[src/pkg/fdcc_consts.svh]
// constants of the floppy command decoder: codes, status values, timing
// Overview of operation
// - recalibrate steps out to track zero, then interrupts
// - seek moves head to new cylinder number
// - sense interrupt returns status zero, then cylinder
// - code 08h is sense interrupt, no parameters
// - register dump returns ten bytes in order
// - sense drive status returns one status byte three
// - unknown code returns single status byte 80h
// - after invalid code, back to standby
`ifndef FDCC_CONSTS_SVH
`define FDCC_CONSTS_SVH
// command codes
`define FDCC_CMD_SENSE_DRV 8'h04
`define FDCC_CMD_RECAL     8'h07
`define FDCC_CMD_SENSE_INT 8'h08
`define FDCC_CMD_DUMP      8'h0e
`define FDCC_CMD_SEEK      8'h0f
`define FDCC_REL_MASK      8'hbf
`define FDCC_CMD_REL_SEEK  8'h8f
// status byte zero values (drive and head bits are or-ed into seek end and equipment error)
`define FDCC_ST0_INVALID   8'h80
`define FDCC_ST0_SEEK_END  8'h20
`define FDCC_ST0_EQUIP_ERR 8'h70
// result lengths
`define FDCC_LEN_INT       4'd2
`define FDCC_LEN_DUMP      4'd10
`define FDCC_LEN_ONE       4'd1
// timing: clock period, least step interval, least step pulse width
`define FDCC_CLK_NS        25
`define FDCC_STEP_TIME_NS  3000000
`define FDCC_PULSE_TIME_NS 1000
// outward steps tried before recalibrate gives up
`define FDCC_RECAL_MAX     8'd80
// cycles a new drive select needs to pass the pin synchroniser
`define FDCC_SETTLE_CYC    32'd2
`endif

[src/pkg/fdcc_pkg.sv]
// types shared by the floppy command decoder
package fdcc_pkg;
  // command sequencer states
  typedef enum logic [2:0] {S_IDLE, S_PARAM, S_EXEC, S_LOAD, S_RESULT} fdcc_state_t;
  // which result block is being queued
  typedef enum logic [1:0] {K_INT, K_DUMP, K_ST3, K_INV} fdcc_kind_t;
  // host byte write
  typedef struct packed {
    logic       valid;
    logic [7:0] data;
  } fdcc_byte_t;
  // drive pins into the block, active high
  typedef struct packed {
    logic track0;
    logic wprot;
    logic ready;
    logic two_side;
  } fdcc_drv_in_t;
  // drive pins out of the block, active high
  typedef struct packed {
    logic       step;
    logic       dir;     // 1 inward, 0 outward
    logic [1:0] sel;
    logic       head;
  } fdcc_drv_out_t;
  // settings reported by register dump
  typedef struct packed {
    logic [3:0] step_rate_time;
    logic [3:0] head_unload_time;
    logic [6:0] head_load_time;
    logic       non_dma_flag;
    logic [7:0] sector_count;
    logic [7:0] lock_perp;
    logic [7:0] cfg_opts;
    logic [7:0] precomp_start_track;
  } fdcc_cfg_t;
endpackage

[src/hdl/fdcc_cmd.sv]
// command phase decoder: positioning, sensing, dump and invalid codes
`timescale 1ns/1ps
`include "fdcc_consts.svh"
module fdcc_cmd #(
  parameter int STEP_CYCLES = (`FDCC_STEP_TIME_NS + `FDCC_CLK_NS - 1) / `FDCC_CLK_NS
)(
  input  wire logic                   clk,
  input  wire logic                   rst_b,
  input  wire fdcc_pkg::fdcc_byte_t   wr,
  output logic                        wr_ready,
  output logic                        rd_valid,
  output logic [7:0]                  rd_data,
  input  wire logic                   rd_ack,
  output logic                        busy,
  output logic                        irq,
  input  wire fdcc_pkg::fdcc_cfg_t    cfg,
  input  wire fdcc_pkg::fdcc_drv_in_t drv_in,
  output fdcc_pkg::fdcc_drv_out_t     drv_out
);
  localparam int PULSE_CYCLES = (`FDCC_PULSE_TIME_NS + `FDCC_CLK_NS - 1) / `FDCC_CLK_NS;

  // ***************************************
  // declarations
  // ***************************************
  fdcc_pkg::fdcc_drv_in_t sync1, sync2;           // pin synchroniser
  fdcc_pkg::fdcc_state_t  state, next_state;      // sequencer
  fdcc_pkg::fdcc_kind_t   kind, next_kind;        // result block
  logic [7:0]  cmd, next_cmd;                     // command byte held
  logic [1:0]  pleft, next_pleft;                 // parameters to come
  logic [1:0]  drive, next_drive;                 // drive select
  logic        head, next_head;                   // head select
  logic [7:0]  target, next_target;               // cylinder to reach
  logic        recal, next_recal;                 // exec is recalibrate
  logic [7:0]  steps, next_steps;                 // steps issued
  logic [31:0] timer, next_timer;                 // step interval
  logic        step_on, next_step_on;             // step pulse
  logic        dir, next_dir;                     // step direction
  logic        int_pend, next_int_pend;           // completion interrupt
  logic [7:0]  int_st0, next_int_st0;             // stored status zero
  logic [1:0]  int_drv, next_int_drv;             // drive that finished
  logic [3:0]  res_cnt, next_res_cnt;             // result length
  logic [3:0]  idx, next_idx;                     // load index
  logic [3:0]  rd_ptr, next_rd_ptr;               // read index
  logic [7:0]  present_cylinder_number [4];                           // present cylinder numbers
  logic [7:0]  next_pcn [4];
  logic        pcn_we;                            // update selected cylinder
  logic [7:0]  pcn_wval;
  logic [7:0]  cur_pcn;                           // cylinder of selected drive
  logic        mem_we;
  logic [7:0]  res_byte;                          // byte being queued
  logic        accept;                            // byte taken from host
  logic        is_pos, is_inv, two_par, sel_byte; // decode flags
  logic [8:0]  rel_sum;

  // ***************************************
  // pin synchroniser
  // ***************************************
  always_ff @(posedge clk or negedge rst_b) begin
    if (!rst_b) begin
      sync1 <= '0;
      sync2 <= '0;
    end else begin
      sync1 <= drv_in;
      sync2 <= sync1;
    end
  end

  // ***************************************
  // decode
  // ***************************************
  // host may only move a byte while ready is high
  assign wr_ready = (state == fdcc_pkg::S_IDLE) || (state == fdcc_pkg::S_PARAM);
  assign accept   = wr.valid && wr_ready;
  assign rd_valid = (state == fdcc_pkg::S_RESULT);
  assign busy     = (state != fdcc_pkg::S_IDLE);
  assign irq      = int_pend;
  assign drv_out  = '{step: step_on, dir: dir, sel: drive, head: head};
  assign cur_pcn  = present_cylinder_number[drive];
  assign is_pos   = (wr.data == `FDCC_CMD_RECAL) || (wr.data == `FDCC_CMD_SEEK)
                 || (wr.data == `FDCC_CMD_SENSE_DRV)
                 || ((wr.data & `FDCC_REL_MASK) == `FDCC_CMD_REL_SEEK);
  assign is_inv   = !is_pos && (wr.data != `FDCC_CMD_SENSE_INT)
                 && (wr.data != `FDCC_CMD_DUMP);
  assign two_par  = (cmd == `FDCC_CMD_SEEK)
                 || ((cmd & `FDCC_REL_MASK) == `FDCC_CMD_REL_SEEK);
  assign sel_byte = (pleft == 2'd2) || !two_par;
  assign rel_sum  = {1'b0, cur_pcn} + {1'b0, wr.data};

  // result byte selected by block kind and index
  always_comb begin
    res_byte = `FDCC_ST0_INVALID;
    case (kind)
      fdcc_pkg::K_INT:  res_byte = (idx == 4'd0) ? int_st0 : present_cylinder_number[int_drv];
      fdcc_pkg::K_ST3:  res_byte = {1'b0, sync2.wprot, sync2.ready, sync2.track0,
                                    sync2.two_side, head, drive};
      fdcc_pkg::K_DUMP: begin
        case (idx)
          4'd4:    res_byte = {cfg.step_rate_time, cfg.head_unload_time};
          4'd5:    res_byte = {cfg.head_load_time, cfg.non_dma_flag};
          4'd6:    res_byte = cfg.sector_count;
          4'd7:    res_byte = cfg.lock_perp;
          4'd8:    res_byte = cfg.cfg_opts;
          4'd9:    res_byte = cfg.precomp_start_track;
          default: res_byte = present_cylinder_number[idx[1:0]];
        endcase
      end
      default:          res_byte = `FDCC_ST0_INVALID;
    endcase
  end

  // ***************************************
  // sequencer next state
  // ***************************************
  always_comb begin
    next_state = state;  next_kind = kind;  next_cmd = cmd;  next_pleft = pleft;
    next_drive = drive;  next_head = head;  next_target = target;
    next_recal = recal;  next_steps = steps;  next_timer = timer;
    next_step_on = step_on;  next_dir = dir;  next_int_pend = int_pend;
    next_int_st0 = int_st0;  next_int_drv = int_drv;  next_res_cnt = res_cnt;
    next_idx = idx;  next_rd_ptr = rd_ptr;
    pcn_we = 1'b0;  pcn_wval = cur_pcn;  mem_we = 1'b0;
    case (state)
      fdcc_pkg::S_IDLE: begin
        if (accept) begin
          next_cmd = wr.data;
          next_idx = 4'd0;
          if (is_pos) begin
            next_state = fdcc_pkg::S_PARAM;
            next_pleft = ((wr.data == `FDCC_CMD_SEEK) || wr.data[7]) ? 2'd2 : 2'd1;
          end else if (wr.data == `FDCC_CMD_SENSE_INT && int_pend) begin
            next_state    = fdcc_pkg::S_LOAD;
            next_kind     = fdcc_pkg::K_INT;
            next_res_cnt  = `FDCC_LEN_INT;
            next_int_pend = 1'b0;
          end else if (wr.data == `FDCC_CMD_DUMP) begin
            next_state   = fdcc_pkg::S_LOAD;
            next_kind    = fdcc_pkg::K_DUMP;
            next_res_cnt = `FDCC_LEN_DUMP;
          end else begin
            // undefined code, or sense interrupt with nothing pending
            next_state   = fdcc_pkg::S_LOAD;
            next_kind    = fdcc_pkg::K_INV;
            next_res_cnt = `FDCC_LEN_ONE;
          end
        end
      end
      fdcc_pkg::S_PARAM: begin
        if (accept) begin
          next_pleft = pleft - 2'd1;
          if (sel_byte) begin
            next_drive = wr.data[1:0];
            next_head  = wr.data[2];
          end
          if (pleft == 2'd1) begin
            if (cmd == `FDCC_CMD_SENSE_DRV) begin
              next_state   = fdcc_pkg::S_LOAD;
              next_kind    = fdcc_pkg::K_ST3;
              next_res_cnt = `FDCC_LEN_ONE;
              next_timer   = `FDCC_SETTLE_CYC;
            end else begin
              next_state   = fdcc_pkg::S_EXEC;
              // track zero of the new drive is only seen after the settle time
              next_timer   = `FDCC_SETTLE_CYC;
              next_steps   = 8'd0;
              next_recal   = (cmd == `FDCC_CMD_RECAL);
              if (cmd == `FDCC_CMD_SEEK) begin
                next_target = wr.data;
              end else if (cmd[6]) begin
                next_target = rel_sum[8] ? 8'hff : rel_sum[7:0];
              end else begin
                next_target = (cur_pcn > wr.data) ? cur_pcn - wr.data : 8'h00;
              end
            end
          end
        end
      end
      fdcc_pkg::S_EXEC: begin
        if (timer != 32'd0) begin
          next_timer = timer - 32'd1;
          if (timer == 32'(STEP_CYCLES - PULSE_CYCLES)) begin
            next_step_on = 1'b0;
          end
        end else if ((recal && sync2.track0) || (!recal && cur_pcn == target)) begin
          next_state    = fdcc_pkg::S_IDLE;
          next_int_pend = 1'b1;
          next_int_st0  = `FDCC_ST0_SEEK_END | {5'h00, head, drive};
          next_int_drv  = drive;
          pcn_we        = recal;
          pcn_wval      = 8'h00;
        end else if (recal && steps == `FDCC_RECAL_MAX) begin
          next_state    = fdcc_pkg::S_IDLE;
          next_int_pend = 1'b1;
          next_int_st0  = `FDCC_ST0_EQUIP_ERR | {5'h00, head, drive};
          next_int_drv  = drive;
        end else begin
          // one step, then wait a whole step interval
          next_step_on = 1'b1;
          next_dir     = !recal && (target > cur_pcn);
          next_steps   = steps + 8'd1;
          next_timer   = 32'(STEP_CYCLES - 1);
          pcn_we       = 1'b1;
          if (!recal && target > cur_pcn) begin
            pcn_wval = cur_pcn + 8'd1;
          end else if (cur_pcn != 8'h00) begin
            pcn_wval = cur_pcn - 8'd1;
          end
        end
      end
      fdcc_pkg::S_LOAD: begin
        if (timer != 32'd0) begin
          // wait until the synchronised pins show the newly selected drive
          next_timer = timer - 32'd1;
        end else if (idx == res_cnt) begin
          next_state  = fdcc_pkg::S_RESULT;
          next_rd_ptr = 4'd0;
        end else begin
          mem_we   = 1'b1;
          next_idx = idx + 4'd1;
        end
      end
      fdcc_pkg::S_RESULT: begin
        if (rd_ack) begin
          if (rd_ptr == res_cnt - 4'd1) begin
            next_state = fdcc_pkg::S_IDLE;
          end else begin
            next_rd_ptr = rd_ptr + 4'd1;
          end
        end
      end
      default: next_state = fdcc_pkg::S_IDLE;
    endcase
  end

  // sequencer registers
  always_ff @(posedge clk or negedge rst_b) begin
    if (!rst_b) begin
      state <= fdcc_pkg::S_IDLE;  kind <= fdcc_pkg::K_INV;  cmd <= 8'h00;
      pleft <= 2'd0;  drive <= 2'd0;  head <= 1'b0;  target <= 8'h00;
      recal <= 1'b0;  steps <= 8'h00;  timer <= 32'd0;  step_on <= 1'b0;
      dir <= 1'b0;  int_pend <= 1'b0;  int_st0 <= 8'h00;  int_drv <= 2'd0;
      res_cnt <= 4'd0;  idx <= 4'd0;  rd_ptr <= 4'd0;
    end else begin
      state <= next_state;  kind <= next_kind;  cmd <= next_cmd;
      pleft <= next_pleft;  drive <= next_drive;  head <= next_head;
      target <= next_target;  recal <= next_recal;  steps <= next_steps;
      timer <= next_timer;  step_on <= next_step_on;  dir <= next_dir;
      int_pend <= next_int_pend;  int_st0 <= next_int_st0;
      int_drv <= next_int_drv;  res_cnt <= next_res_cnt;  idx <= next_idx;
      rd_ptr <= next_rd_ptr;
    end
  end

  // ***************************************
  // per drive present cylinder number
  // ***************************************
  for (genvar i = 0; i < 4; i++) begin : g_pcn
    assign next_pcn[i] = (pcn_we && drive == 2'(i)) ? pcn_wval : present_cylinder_number[i];
    always_ff @(posedge clk or negedge rst_b) begin
      if (!rst_b) begin
        present_cylinder_number[i] <= 8'h00;
      end else begin
        present_cylinder_number[i] <= next_pcn[i];
      end
    end
  end

  // result queue
  fdcc_result_mem #(.WIDTH(8), .DEPTH(16), .AW(4)) u_mem (
    .clk   (clk),
    .rst_b (rst_b),
    .we    (mem_we),
    .waddr (idx),
    .wdata (res_byte),
    .raddr (next_rd_ptr),
    .rdata (rd_data)
  );
endmodule // fdcc_cmd

[src/hdl/fdcc_result_mem.sv]
// result byte queue storage with registered read data
`timescale 1ns/1ps
module fdcc_result_mem #(
  parameter int WIDTH = 8,
  parameter int DEPTH = 16,
  parameter int AW    = 4
)(
  input  wire logic             clk,
  input  wire logic             rst_b,
  input  wire logic             we,
  input  wire logic [AW-1:0]    waddr,
  input  wire logic [WIDTH-1:0] wdata,
  input  wire logic [AW-1:0]    raddr,
  output logic      [WIDTH-1:0] rdata
);
  logic [WIDTH-1:0] mem [DEPTH];  // storage words

  // ***************************************
  // storage, one cleared entry per word
  // ***************************************
  for (genvar i = 0; i < DEPTH; i++) begin : g_word
    always_ff @(posedge clk or negedge rst_b) begin
      if (!rst_b) begin
        mem[i] <= '0;
      end else if (we && waddr == AW'(i)) begin
        mem[i] <= wdata;
      end
    end
  end

  // registered read port
  always_ff @(posedge clk or negedge rst_b) begin
    if (!rst_b) begin
      rdata <= '0;
    end else begin
      rdata <= mem[raddr];
    end
  end
endmodule // fdcc_result_mem

[config.mk]
export PLATFORM = sky130hd
export DESIGN_NAME = fdcc_cmd
export DESIGN_NICKNAME = d
export VERILOG_FILES = /design/src/pkg/fdcc_pkg.sv /design/src/hdl/fdcc_cmd.sv /design/src/hdl/fdcc_result_mem.sv
export VERILOG_INCLUDE_DIRS = /design/src /design/src/pkg
export SDC_FILE = /design/constraint.sdc
export NUM_CORES = 1
export LEC_CHECK = 0
export ABC_AREA = 1
export CAP_MARGIN = 20
export CORE_MARGIN = 4
export CORE_UTILIZATION = 55
export CTS_CLUSTER_SIZE = 24
export DETAILED_ROUTE_END_ITERATION = 8
export DONT_BUFFER_PORTS = 1
export GPL_TIMING_DRIVEN = 1
export PLACE_DENSITY_LB_ADDON = 0.3
export SYNTH_ARGS = -nofsm -noshare
export SYNTH_HDL_FRONTEND = slang
export SYNTH_SLANG_ARGS = --single-unit
[constraint.sdc]
create_clock -name clk -period 2.9 [get_ports clk]
set_input_delay 0.29 -clock clk [delete_from_list [all_inputs] [get_ports clk]]
set_output_delay 0.29 -clock clk [all_outputs]
set_load 0.05 [all_outputs]
==> results.cfg <==
[setup_path]
startpoint_type = register
critPathLaunch = drive[1]
worstPathRequired_ps = 3350
r2r-end = present_cylinder_number[27]
critPathArrivalTime_ps = 3310
worstSetupEndpointType = register
critPathMaxFanout = 7
r2r-start = drive[1]
crit_type = register to register
worstRegToRegCells = 17
ff2ff_setup_slack_ps = 40

[yosys]
synth_top_area_share_pct = 40.2
synthFlopType = dfrtp_1
ys_ff_latch = 262
synth_cells = 2263
yosysTopAreaCell = dfrtp_1
synth_edf_count = 0
synth_area_per_cell_um2 = 7.16
yosys.area_share.simple_pct = 29.6
synth-seq-area-share_pct = 40.5
post-synth-top-count-cell = nand2_1
synth_area_um2 = 16200
synth_fa_ha_area_share_pct = 3.26
netlist_top_cells_count = nand2_1, inv_1, dfrtp_1, o21ai_0, nand3_1
synth_mux_area_share_pct = 0
async_flop_share_pct = 100
synth_cell_type_count = 57
synth_top_family_by_area = simple AND/OR/NAND/NOR gates
synth_warnings = 0
synth_xor_xnor_area_share_pct = 1.78
synth.net_count = 2368
synth.area.top_cells = dfrtp_1, nand2_1, o21ai_0
synth_compound_gate_area_share_pct = 15.0

[floorplan]
num_rows = 62
fp.coreArea_um2 = 28900
die_h_um = 180
die_area_um2 = 32300
die_width_um = 180
initial_core_util_pct = 56.1
ios = 81

[pwr]
power.share.clock_pct = 49.7
max-vdd-ir-drop_mv = 0.444
switchingPower_w = 0.00186
power_frac_seq_pct = 46.0
powerDensity_nw_per_um2 = 427
cellInternalPower_w = 0.00629
p_leak_nw = 9.64
combPwrFrac_pct = 4.3
switching_share_pct = 22.8

[clock_network]
clk-insertion-delay-late_ps = 570
cts_tree = done
clockBufferDepth = 3
cts_root_buf = clkbuf_16
path_clk_slew_ps = 70
cts_made_buffers = 30
cts.sinks = 262
htree_levels = 1

[outcome]
violations = negative hold slack
status = finished, violations left

[global_routing]
grt_pass1_wl_mm = 79.3
track_usage_pct = 29.3
grt_overflow = 0
first_global_vias = 15238
antenna_found_initial = 0
grt_max_degree = 263

[sta]
relSlewSlack_pct = 50.2
period_share_pct = 98.6
setup_viol = 0
period_minus_slack_ps = 2860
maxSlewViolCount = 0
finalSetupTns_ps = 0
max_freq_mhz = 350
worst_slew_pin_slew_ps = 740
fin_hold_ws_ps = -571
rsz0062_at_grt = yes
finalHoldViolCount = 262
clock_skew_ps = 20.6
fin_ws_ps = 41.1

[layout]
fill_cells = 2575
antennaDiodeCount = 0
area_growth_pct = 17.7
fin_cells = 2774
drive_gt1_share_pct = 14.6
postLayoutCoreUtil_pct = 66.1
layout.nets = 2472
seqCellArea_um2 = 6560
multiInputGateArea_um2 = 8480

[route]
met3_wirelength_mm = 3.01
drt_iter0_drc = 1761
drt-total-wl_mm = 49.7
ant_nets = 0
drt_pass1_iterations = 6
top_layer = met4
wl_met1_mm = 20.5
via_per_inst = 5.74
met2_wirelength_mm = 24.7
drc = 0
routedWlPerCell_um = 17.9
via_count = 15921

[placed_design]
port_buffers = 0
gp_congestion = 1.02
hpwl_mm = 35.0
dp_slack_ps = -90.1
dp_cells = 2686

[run]
cap_violations = 0

[hold_path]
holdCritPathClass = input pin to async pin
-- worst max-delay path, cell delays in order (launching register included) --
cell	delay (ps)
dfrtp_2	480
buf_12	160
nor2_4	140
nand2_1	90
nand2_2	80
nor2_2	50
ha_1	310
nand2_2	70
nor2_4	110
nand4_1	200
o21ai_2	220
inv_2	90
buf_6	130
o2111ai_4	210
buf_8	180
nor2_4	70
nand2_2	80
nand2_1	50
-- sequential cells by signal (all words and copies together) (netlist names), 2 cells and up --
register                 flops
timer                       32
sync2                        4
state                        3
pleft                        2
drive                        2
idx                          4
present_cylinder_number     32
target                       8
int_st0                      4
sync1                        4
cmd                          8
res_cnt                      3
rd_ptr                       4
u_mem.rdata                  8
steps                        8
kind                         2
u_mem.mem                  128
-- logic make-up (layout without fill, tap and decap cells) --
kind of cell             after synthesis  after routing
AND/OR/NAND/NOR                     1107           1107
XOR/XNOR                              33             33
buffers and inverters                383            510
flip-flops                           262            262
adder cells (fa/ha/maj)               41             41
AO/OA/AOI/OAI                        437            437
-- layout by cell type (no fill, tap or decap), types with 26 or more instances in the layout --
cell | synthesis | layout
nand4_1 | 29 | 29
nand2_1 | 602 | 564
ha_1 | 39 | 35
nand3b_1 | 26 | 26
o21ai_0 | 241 | 229
nand2_2 | 6 | 40
clkbuf_16 | 0 | 31
dfrtp_1 | 260 | 258
buf_4 | 15 | 122
inv_1 | 284 | 274
a21oi_1 | 98 | 93
nand3_1 | 221 | 209
nor2_1 | 163 | 149
-- metrics by stage --
step	total power (W)	area [um2]
final	0.00815	19100
after global routing	0.00839	19100
after CTS	0.00817	18400
after detailed placement	0.00413	17300
after global placement	0.00413	17300
after floorplan	0.00402	16200
-- power groups by stage --
| stage | Combinational (W) | Sequential (W) | Clock, W |
|---|---|---|---|
| floorplan | 0.000213 | 0.00381 | 0 |
| global placement | 0.000310 | 0.00382 | 0 |
| detailed placement | 0.000313 | 0.00382 | 0 |
| CTS | 0.000326 | 0.00375 | 0.00409 |
| global route | 0.000380 | 0.00375 | 0.00426 |
| finish | 0.000347 | 0.00375 | 0.00405 |
-- timing repair --
action,4_1_cts,5_1_grt
setup endpoints to repair,31,129
resized for setup,9,123
gates cloned,0,2
endpoints found under the hold margin,272,263
hold buffers,9,1
buffers inserted,0,21
pin swaps,0,74
-- worst max path at each step --
stage	endpoint	slack (ps)
6_report	present_cylinder_number[27]	40
4_1_cts	timer[6]	-3
5_1_grt	u_mem.mem[14]	-90
3_5_place_dp	u_mem.mem[40]	-90
3_3_place_gp	present_cylinder_number[22]	-50
2_1_floorplan	target[6]	9
-- layer usage --
metal / global-route usage (%) / vias to the layer above
li1: - / 7601
met1: 38.8 / 7603
met3: 3.13 / 117
met4: 8.75 / 0
met2: 51.2 / 600
met5: 0 / -
-- layout make-up --
cell class | count | share of cell area, %
Clock buffer | 45 | 4.70
Clock inverter | 10 | 0.879
Inverter | 300 | 5.96
Multi-Input combinational cell | 1618 | 44.5
Sequential cell | 262 | 34.4
Tap cell | 384 | 2.52
Timing Repair Buffer | 155 | 7.07
Note: power is estimated with default switching activity, not from simulation.
